<file path="config.mk">
export PLATFORM = sky130hd
export DESIGN_NAME = asr_shift16
export DESIGN_NICKNAME = d
export VERILOG_FILES = /design/src/asr_pkg.sv /design/src/asr_shift16.sv /design/src/asr_word_buf.sv
export SDC_FILE = /design/constraint.sdc
export NUM_CORES = 1
export LEC_CHECK = 0
export ABC_AREA = 1
export BUFFER_PORTS_ARGS = -buffer_cell sky130_fd_sc_hd__buf_2
export CAP_MARGIN = 15
export CELL_PAD_IN_SITES_DETAIL_PLACEMENT = 2
export CELL_PAD_IN_SITES_GLOBAL_PLACEMENT = 2
export CORE_MARGIN = 4
export CORE_UTILIZATION = 36
export CTS_CLUSTER_DIAMETER = 60
export DETAILED_ROUTE_END_ITERATION = 8
export GPL_TIMING_DRIVEN = 0
export MAX_ROUTING_LAYER = met4
export PLACE_DENSITY_LB_ADDON = 0.15
export REMOVE_ABC_BUFFERS = 1
export SETUP_SLACK_MARGIN = 0.4
export SYNTH_ARGS = -nofsm -noshare
export SYNTH_HDL_FRONTEND = slang
export SYNTH_SLANG_ARGS = --single-unit
export TNS_END_PERCENT = 5
</file>
<file path="constraint.sdc">
create_clock -name core_clk -period 2.05 [get_ports core_clk]
set_input_delay 0.1025 -clock core_clk [delete_from_list [all_inputs] [get_ports core_clk]]
set_output_delay 0.1025 -clock core_clk [all_outputs]
set_load 0.005 [all_outputs]
</file>
<file path="src/asr_pkg.sv">
package asr_pkg;

  // geometry of the addressable delay line
  localparam int ASR_DEPTH_W = 4;
  localparam int ASR_STAGES = 16;

  // stage contents left behind by configuration when no pattern is given
  localparam logic [15:0] ASR_PRELOAD_RST = 16'h0000;

  // depth select ends: shortest and longest delay line
  localparam logic [3:0] ASR_SEL_SHORTEST = 4'h0;
  localparam logic [3:0] ASR_SEL_LONGEST = 4'hF;

  // entries of the output buffer
  localparam int ASR_BUF_DEPTH = 2;

  // request group from the driving logic
  typedef struct packed {
    logic shift_en;
    logic din;
    logic [3:0] depth_sel;
  } asr_ctl_t;

  // one delayed bit handed downstream, with the tap it came from
  typedef struct packed {
    logic tap_bit;
    logic fresh;
    logic [3:0] depth_sel;
  } asr_word_t;

endpackage : asr_pkg

</file>
<file path="src/asr_shift16.sv">
// Summary of operation
// - The delay length is eight times select bit 3 plus four times bit 2 plus twice bit 1 plus bit 0 plus one.
// - Select 0000 gives a one-stage line and select 1111 gives a sixteen-stage line.
// - Sixteen stages are always stored and the select only chooses the stage that drives the output.
// - The preload is a 16-bit value whose leftmost hex digit holds the highest stages.
// - With no preload given every stage comes up cleared.
// - The preload sets both the stored stages and the visible output before any shift.
// - A rising edge with shift enable high and the output buffer not full loads the serial input into stage zero and moves every bit up one.
// - With shift enable low the edge is ignored and all stages keep their value.
// - The output shows an input bit once it has reached the stage chosen by the current select.
module asr_shift16
  import asr_pkg::*;
#(
  parameter int DEPTH_W = ASR_DEPTH_W,
  parameter int STAGES = ASR_STAGES,
  parameter logic [ASR_STAGES-1:0] PRELOAD = ASR_PRELOAD_RST
) (
  input wire logic core_clk,
  input wire logic rst_n,
  input wire asr_ctl_t ctl,
  output logic shift_rdy,
  output logic tap_q,
  output logic tail_q,
  output logic tap_fresh,
  output asr_word_t out_word,
  output logic out_valid,
  input wire logic out_ready
);

  // the select field of the carrier is fixed, so the geometry is too
  if (DEPTH_W != ASR_DEPTH_W || STAGES != (1 << DEPTH_W)) begin : g_bad_geometry
    $error("asr_shift16: STAGES must be 2**DEPTH_W and DEPTH_W must match the select field");
  end

  // delay length in stages for a select value
  function automatic logic [DEPTH_W:0] sel_length(input logic [DEPTH_W-1:0] sel);
    logic [DEPTH_W:0] len;
    len = (DEPTH_W+1)'(8) * (DEPTH_W+1)'(sel[3])
        + (DEPTH_W+1)'(4) * (DEPTH_W+1)'(sel[2])
        + (DEPTH_W+1)'(2) * (DEPTH_W+1)'(sel[1])
        + (DEPTH_W+1)'(sel[0])
        + (DEPTH_W+1)'(1);
    return len;
  endfunction : sel_length

  logic stages_reg [STAGES];
  logic fresh_reg [STAGES];
  logic [STAGES-1:0] stages_vec;
  logic [STAGES-1:0] fresh_vec;
  logic [DEPTH_W-1:0] depth_sel;
  logic [DEPTH_W:0] line_len;
  logic [DEPTH_W-1:0] tap_idx;
  logic shift_go;
  logic buf_in_ready;
  asr_word_t push_word;
  logic [$bits(asr_word_t)-1:0] buf_out_data;

  assign depth_sel = ctl.depth_sel;
  assign line_len = sel_length(depth_sel);
  assign tap_idx = DEPTH_W'(line_len - (DEPTH_W+1)'(1));

  // a full buffer holds the line still, so no delayed bit is lost
  assign shift_rdy = buf_in_ready;
  assign shift_go = ctl.shift_en && buf_in_ready;

  // storage: all stages shift together; the select never touches them
  for (genvar i = 0; i < STAGES; i++) begin : g_stage
    if (i == 0) begin : g_head
      always_ff @(posedge core_clk or negedge rst_n) begin
        if (!rst_n) begin
          stages_reg[i] <= PRELOAD[i];
        end else if (shift_go) begin
          stages_reg[i] <= ctl.din;
        end
      end
      always_ff @(posedge core_clk or negedge rst_n) begin
        if (!rst_n) begin
          fresh_reg[i] <= 1'b0;
        end else if (shift_go) begin
          fresh_reg[i] <= 1'b1;
        end
      end
    end else begin : g_body
      always_ff @(posedge core_clk or negedge rst_n) begin
        if (!rst_n) begin
          stages_reg[i] <= PRELOAD[i];
        end else if (shift_go) begin
          stages_reg[i] <= stages_reg[i-1];
        end
      end
      always_ff @(posedge core_clk or negedge rst_n) begin
        if (!rst_n) begin
          fresh_reg[i] <= 1'b0;
        end else if (shift_go) begin
          fresh_reg[i] <= fresh_reg[i-1];
        end
      end
    end
    assign stages_vec[i] = stages_reg[i];
    assign fresh_vec[i] = fresh_reg[i];
  end

  // tap is a plain mux, so a select change shows at once
  assign tap_q = stages_reg[tap_idx];
  assign tap_fresh = fresh_reg[tap_idx];
  assign tail_q = stages_reg[STAGES-1];

  // each shift hands the bit leaving the chosen stage downstream
  assign push_word.tap_bit = tap_q;
  assign push_word.fresh = tap_fresh;
  assign push_word.depth_sel = depth_sel;

  asr_word_buf #(
    .WIDTH($bits(asr_word_t)),
    .DEPTH(ASR_BUF_DEPTH)
  ) u_word_buf (
    .core_clk(core_clk),
    .rst_n(rst_n),
    .in_valid(ctl.shift_en),
    .in_ready(buf_in_ready),
    .in_data(push_word),
    .out_valid(out_valid),
    .out_ready(out_ready),
    .out_data(buf_out_data)
  );

  assign out_word = asr_word_t'(buf_out_data);
endmodule : asr_shift16

</file>
<file path="src/asr_word_buf.sv">
module asr_word_buf
  import asr_pkg::*;
#(
  parameter int WIDTH = $bits(asr_word_t),
  parameter int DEPTH = ASR_BUF_DEPTH
) (
  input wire logic core_clk,
  input wire logic rst_n,
  input wire logic in_valid,
  output logic in_ready,
  input wire logic [WIDTH-1:0] in_data,
  output logic out_valid,
  input wire logic out_ready,
  output logic [WIDTH-1:0] out_data
);

  localparam int PTR_W = (DEPTH > 1) ? $clog2(DEPTH) : 1;

  if (DEPTH < 2 || (DEPTH & (DEPTH - 1)) != 0) begin : g_bad_depth
    $error("asr_word_buf: DEPTH must be a power of two, at least 2");
  end

  logic [WIDTH-1:0] mem_reg [DEPTH];
  logic [PTR_W-1:0] wr_ptr_reg;
  logic [PTR_W-1:0] rd_ptr_reg;
  logic [PTR_W:0] count_reg;
  logic push;
  logic pop;

  assign in_ready = (count_reg != (PTR_W+1)'(DEPTH));
  assign out_valid = (count_reg != '0);
  assign push = in_valid && in_ready;
  assign pop = out_valid && out_ready;
  assign out_data = mem_reg[rd_ptr_reg];

  always_ff @(posedge core_clk) begin
    if (push) begin
      mem_reg[wr_ptr_reg] <= in_data;
    end
  end

  always_ff @(posedge core_clk or negedge rst_n) begin
    if (!rst_n) begin
      wr_ptr_reg <= '0;
      rd_ptr_reg <= '0;
    end else begin
      if (push) begin
        wr_ptr_reg <= wr_ptr_reg + PTR_W'(1);
      end
      if (pop) begin
        rd_ptr_reg <= rd_ptr_reg + PTR_W'(1);
      end
    end
  end

  always_ff @(posedge core_clk or negedge rst_n) begin
    if (!rst_n) begin
      count_reg <= '0;
    end else if (push && !pop) begin
      count_reg <= count_reg + (PTR_W+1)'(1);
    end else if (pop && !push) begin
      count_reg <= count_reg - (PTR_W+1)'(1);
    end
  end
endmodule : asr_word_buf

</file>
=== Yosys cells after proc, flatten, opt, wreduce, memory -nomap -nowiden ===
Memories as Yosys holds them, arrays and structs flattened.
Index checks and enable logic that the tools add are counted.

* Add/sub/neg operators: 9
* Magnitude comparators: 1
* Equal/unequal tests: 1
* Muxes and demuxes: 10
* Bitwise logic cells: 1
* Reductions and logical operators: 8

{| class="wikitable"
|+ Operators with widths
! operator !! number
|-
| $bmux W1 S4 || 2
|-
| $mux W1 || 6
|-
| $ge A5 B5 Y1 const B || 1
|-
| $not A4 Y5 || 1
|-
| $add A4 B1 Y4 || 1
|-
| $add A4 B1 Y4 const B || 1
|-
| $add A4 B2 Y4 || 1
|-
| $add A4 B3 Y4 || 1
|-
| $logic_and A1 B1 Y1 || 4
|-
| $mux W2 || 2
|-
| $reduce_bool A2 Y1 || 2
|-
| $sub A4 B1 Y4 const B || 1
|-
| $add A1 B1 Y1 const B || 2
|-
| $add A2 B1 Y2 const B || 1
|-
| $logic_not A1 Y1 || 2
|-
| $ne A2 B2 Y1 const B || 1
|-
| $sub A2 B1 Y2 const B || 1
|}

* Bits in registers: 36
* Memory bits (writable): 12
* Input bits: 9
* Output and inout bits: 11
* Logic and storage cells: 66
* Memories kept: 1

{| class="wikitable"
|+ Memory list
! name !! words !! bits a word !! read ports !! clocked after memory_dff !! wr ports !! RTL line !! text
|-
| u_word_buf.mem_reg || 2 || 6 || 1 || 0 || 1 || asr_word_buf.sv:23 || <nowiki>logic [WIDTH-1:0] mem_reg [DEPTH];</nowiki>
|}

=== Longest topological paths before layout ===
* Depth after elaboration: 9
* Gate-level depth with buffers: 9
* Depth with buffers taken out: 9

=== Hierarchy ===
From an unflattened synthesis, not the netlist that was laid out.

* Cell total of the unflattened synthesis: 264
* Area total of the unflattened synthesis: 2250.9 µm²

{| class="wikitable"
|+ By module, submodules not included
! module !! times used !! cells an instance !! area each (µm²) !! sequential area each (µm²)
|-
| asr_shift16 || 1 || 204 || 1566.5 || 800.8
|-
| asr_word_buf || 1 || 60 || 684.4 || 460.4
|}

=== Least setup slack after synthesis ===
OpenSTA, ideal clock, no wires.

* Kind: flip-flop to flip-flop
* Start point: reg u_word_buf.count_reg[0]
* End point: reg u_word_buf.count_reg[1]
* Arrival: 1.339 ns
* Data required time: 1.929 ns
* Slack: 0.589 ns
* Stages on the path, launching flop included: 9
* Buffers on the path: 0
* Clock period less this slack: 1.461 ns
* Path through: dfrtp_1 inv_2 nand2_2 nand2_4 inv_1 ha_1 nor2_1 nand2_1 xor2_1

* Word-level cells in the longest chain between the ends: 5
* Elaborated cells on any way between the ends: 13

{| class="wikitable"
|+ Ends and longest elaborated chain
! element !! RTL line !! text
|-
| from (decl) || asr_word_buf.sv:26 || <nowiki>logic [PTR_W:0] count_reg;</nowiki>
|-
| from (signal assigned) || asr_word_buf.sv:60 || <nowiki>count_reg <= count_reg + (PTR_W+1)'(1);</nowiki>
|-
| from (signal assigned) || asr_word_buf.sv:62 || <nowiki>count_reg <= count_reg - (PTR_W+1)'(1);</nowiki>
|-
| $ne A2 B2 Y1 * || asr_word_buf.sv:30 || <nowiki>assign in_ready = (count_reg != (PTR_W+1)'(DEPTH));</nowiki>
|-
| net shift_rdy || asr_shift16.sv:21 || <nowiki>output logic shift_rdy,</nowiki>
|-
| $logic_and A1 B1 Y1 * || -- ||
|-
| net shift_go || asr_shift16.sv:53 || <nowiki>logic shift_go;</nowiki>
|-
| $logic_not A1 Y1 || asr_word_buf.sv:61 || <nowiki>end else if (pop && !push) begin</nowiki>
|-
| $logic_and A1 B1 Y1 || asr_word_buf.sv:61 ||
|-
| $reduce_bool A2 Y1 (no source line) || -- ||
|}

The timed path passes the listed nets; every way through them passes the cells marked *. The select of a mux whose other input is x is not followed.
A chain may end at the register's enable or synchronous reset.

=== Worst setup path after layout ===
* Start point: reg u_word_buf.count_reg[1]
* End point: mem u_word_buf.mem_reg[1][0] (netlist bit) (enable)

* Word-level cells in the longest chain between the ends: 4

{| class="wikitable"
|+ Ends and longest elaborated chain
! element !! RTL line !! text
|-
| $ne A2 B2 Y1 || asr_word_buf.sv:30 ||
|-
| $logic_and A1 B1 Y1 || asr_word_buf.sv:32 || <nowiki>assign push = in_valid && in_ready;</nowiki>
|-
| $mux W1 || asr_word_buf.sv:37 || <nowiki>if (push) begin</nowiki>
|-
| $mux W1 (not written as such) || asr_word_buf.sv:38 || <nowiki>mem_reg[wr_ptr_reg] <= in_data;</nowiki>
|-
| to (decl) || asr_word_buf.sv:23 ||
|}

Every way passes these cells.

==> impl_metrics.env <==
export IMPL_outcome="complete, no violations"
export IMPL_fin_util_pct=42.46
export IMPL_final_hold_viol_count=0
export IMPL_core_um2=5956
export IMPL_timing_worst_slew_pin_value_ns=0.8472
export IMPL_critical_path_endpoint_type="flop"
export IMPL_routed_wl_um=5876
export IMPL_ir_worst_vdd_mv=0.5110
export IMPL_clock_fmax_mhz=630.3
export IMPL_first_pass_grt_wire_length_um=9887
export IMPL_cts_reportedPaths_clkPinSlew_ns=0.09
export IMPL_setup_tns_final_ns=0
export IMPL_layout_area_overhead_vs_synth_pct=13.54
export IMPL_synth_cell_types=18
export IMPL_worstHoldPathType="input pin to flop"
export IMPL_routabilityCongestion=0.6748
export IMPL_synth_seq_cells=48
export IMPL_track_usage_pct=17.68
export IMPL_cts_tree="built"
export IMPL_finalMaxSlewViolations=0
export IMPL_post_route_drc_count=0
export IMPL_ordered_cell_list_for_the_critical_path="nand2_8 -> nand2_8 -> nor2_1"
export IMPL_syn_avg_cell_area_um2=8.632
export IMPL_synth_top_cells_by_area="sky130_fd_sc_hd__dfrtp_1 40%, sky130_fd_sc_hd__edfxtp_1 16%, sky130_fd_sc_hd__nand2_1 15%"
export IMPL_period_needed_ns=1.587
export IMPL_placed_cell_areas_um2=2313
export IMPL_final_instance_count_excl_fill=358
export IMPL_placement_io_buffers=19
export IMPL_routedWlPerCell_um=16.41
export IMPL_clock_path_buffers=2
export IMPL_critical_path_slowest_cell="sky130_fd_sc_hd__nor2_1"
export IMPL_floorplan_die_area_um2=7509
export IMPL_total_standard_cell_area_after_synthesis_um2=2227
export IMPL_cts_htree_levels=2
export IMPL_largest_register_ff_count=16
export IMPL_critical_path_most_common_cell="sky130_fd_sc_hd__nand2_8"
export IMPL_final_period_utilization_pct=77.40
export IMPL_design_power_total_mw=3.515
export IMPL_timing_setup_critical_path_class="flop to flop"
export IMPL_tritoncts_num_buffers=5
export IMPL_synth_seq_area_share_pct=56.63
export IMPL_start_kind="flop"
export IMPL_hpwlAfterDp_um=3501
export IMPL_firstDrtPassIters=4
export IMPL_io_pins=20
export IMPL_timing_critical_path_buf_inv=0
export IMPL_synthDominantCellAreaShare_pct=40.45
export IMPL_initial_core_util_pct=37.39
export IMPL_fin_worst_skew_ns=0.01170
export IMPL_yosysWarnings=0
export IMPL_power_density_cell_area_nw_per_um2=1390
export IMPL_antenna_found_initial=0
export IMPL_avgViaCountPerCell=4.922
export IMPL_root_buffer_selected_by_cts="sky130_fd_sc_hd__clkbuf_8"
export IMPL_fillerInstances=685
export IMPL_final_setup_viol_count=0
export IMPL_numPlacedInstances=342
export IMPL_critical_path_top_delay_family="simple AND/OR/NAND/NOR gates"
export IMPL_postSynthCellCount=258
export IMPL_worstPathRequired_ns=1.98
export IMPL_slowest_delay_ns=0.54
export IMPL_count_of_clock_tree_sinks=48
export IMPL_initial_drc_count=66
export IMPL_slew_headroom_pct=43.52
export IMPL_max_cap_viol_count=0
export IMPL_die_height_um=86.66
export IMPL_count_of_standard_cell_rows=28
export IMPL_num_nets_final=292
export IMPL_grt_start_max_net_pins=37
export IMPL_final_cell_mix="87 x sky130_fd_sc_hd__nand2_1, 39 x sky130_fd_sc_hd__inv_1, 36 x sky130_fd_sc_hd__dfrtp_1, 28 x sky130_fd_sc_hd__nand3_1, 25 x sky130_fd_sc_hd__o21ai_0"
export IMPL_unrepaired_setup_endpoints_after_global_routing="false"
export IMPL_final_area_um2=2529
export IMPL_static_leakage_power_nw=1.224
export IMPL_detailroute_via_count=1762
export IMPL_cp_data_arrival_time_ns=1.52
export IMPL_clock_latency_ns=0.30
export IMPL_layout_drive_gt1_share_pct=13.78
export IMPL_route_antenna_remaining_nets=0
export IMPL_num_antenna_cells=0
export IMPL_final_common_cell="sky130_fd_sc_hd__nand2_1"
export IMPL_timing_critical_path_fanout_max=7
export IMPL_floorplan_die_width_um=86.66
export IMPL_via_count_of_the_first_global_routing_pass=1932
export IMPL_synth_largest_area_cell="sky130_fd_sc_hd__dfrtp_1"
export IMPL_overflow=0
-- kinds of logic after synthesis --
| family | count (synthesis) | synth area share [%] |
|---|---|---|
| XOR/XNOR | 3 | 1.180 |
| flip-flops | 48 | 56.63 |
| AND/OR/NAND/NOR | 124 | 23.03 |
| buffers and inverters | 51 | 11.63 |
| AO/OA/AOI/OAI | 31 | 6.966 |
| adder cells (fa/ha/maj) | 1 | 0.5617 |
-- final timing paths --
| kind | startpoint | end | slack, ns | cells after the start |
|---|---|---|---|---|
| hold / removal | ctl[4] | stages_reg[15] | 0.05 | 3 |
| hold reg to reg | fresh_reg[15] | fresh_reg[15] | 0.48 | 2 |
| max in group asynchronous | rst_n | u_word_buf.rd_ptr_reg | 1.07 | 2 |
| setup reg to reg | u_word_buf.count_reg[1] | u_word_buf.mem_reg[1][0] | 0.46 | 3 |
| min in group asynchronous | rst_n | fresh_reg[12] | 0.44 | 2 |
| setup / recovery | u_word_buf.count_reg[1] | u_word_buf.mem_reg[1][0] | 0.46 | 3 |
-- power by group --
| group | switching (mW) | internal [mW] |
|---|---|---|
| logic | 0.795 | 0.461 |
| clock network | 0.317 | 0.362 |
| registers | 0.218 | 1.36 |
| total | 1.33 | 2.18 |
-- cell type report --
| type | count | area [um^2] | share of cell area, % |
|---|---|---|---|
| sequential | 48 | 1261 | 49.88 |
| multi-input combinational | 161 | 764.5 | 30.23 |
| inverter | 41 | 158.9 | 6.284 |
| timing repair buffer | 25 | 142.6 | 5.641 |
| tap | 75 | 93.84 | 3.711 |
| clock buffer | 6 | 72.57 | 2.870 |
| clock inverter | 2 | 35.03 | 1.385 |
-- cell usage after synthesis, drive strengths merged --
library cell and n:
nand2 90, inv 41, dfrtp 36, o21ai 31, nand3 28, edfxtp 12, buf 10, nor2 6
xor2 2, ha 1, xnor2 1
-- timing repair --
item                                    CTS  global route
endpoints found under the setup margin   15             6
cloned                                    2             0
pin swaps                                 1             0
resized for setup                         2             3
hold endpoints to repair                 36             0
hold buffers                              1             0
buffers inserted                          2             3
-- per-stage QoR --
stage / hold slack, ns / setup WS, ns
after CTS: 0.04519 / 0.4369
after detailed placement: 0.2701 / 0.003246
after global routing: 0.05048 / 0.4110
final: 0.05288 / 0.4633
after floorplan: -0.1931 / 0.3184
after global placement: 0.2585 / 0.05711
-- worst reg2reg max path: cells and delay by family (launching register included) --
family,cells,cell delay [ns]
flip-flops,1,0.46
AND/OR/NAND/NOR,3,0.76
-- metal layers --
metal	track usage (%)	vias to the layer above	routed length, um
met5	-	-	0
met4	3.824	0	23
met3	3.422	2	171
met2	29.69	23	2971
met1	22.22	890	2709
li1	-	847	-
No activity file was read; power rests on OpenSTA's default activity.
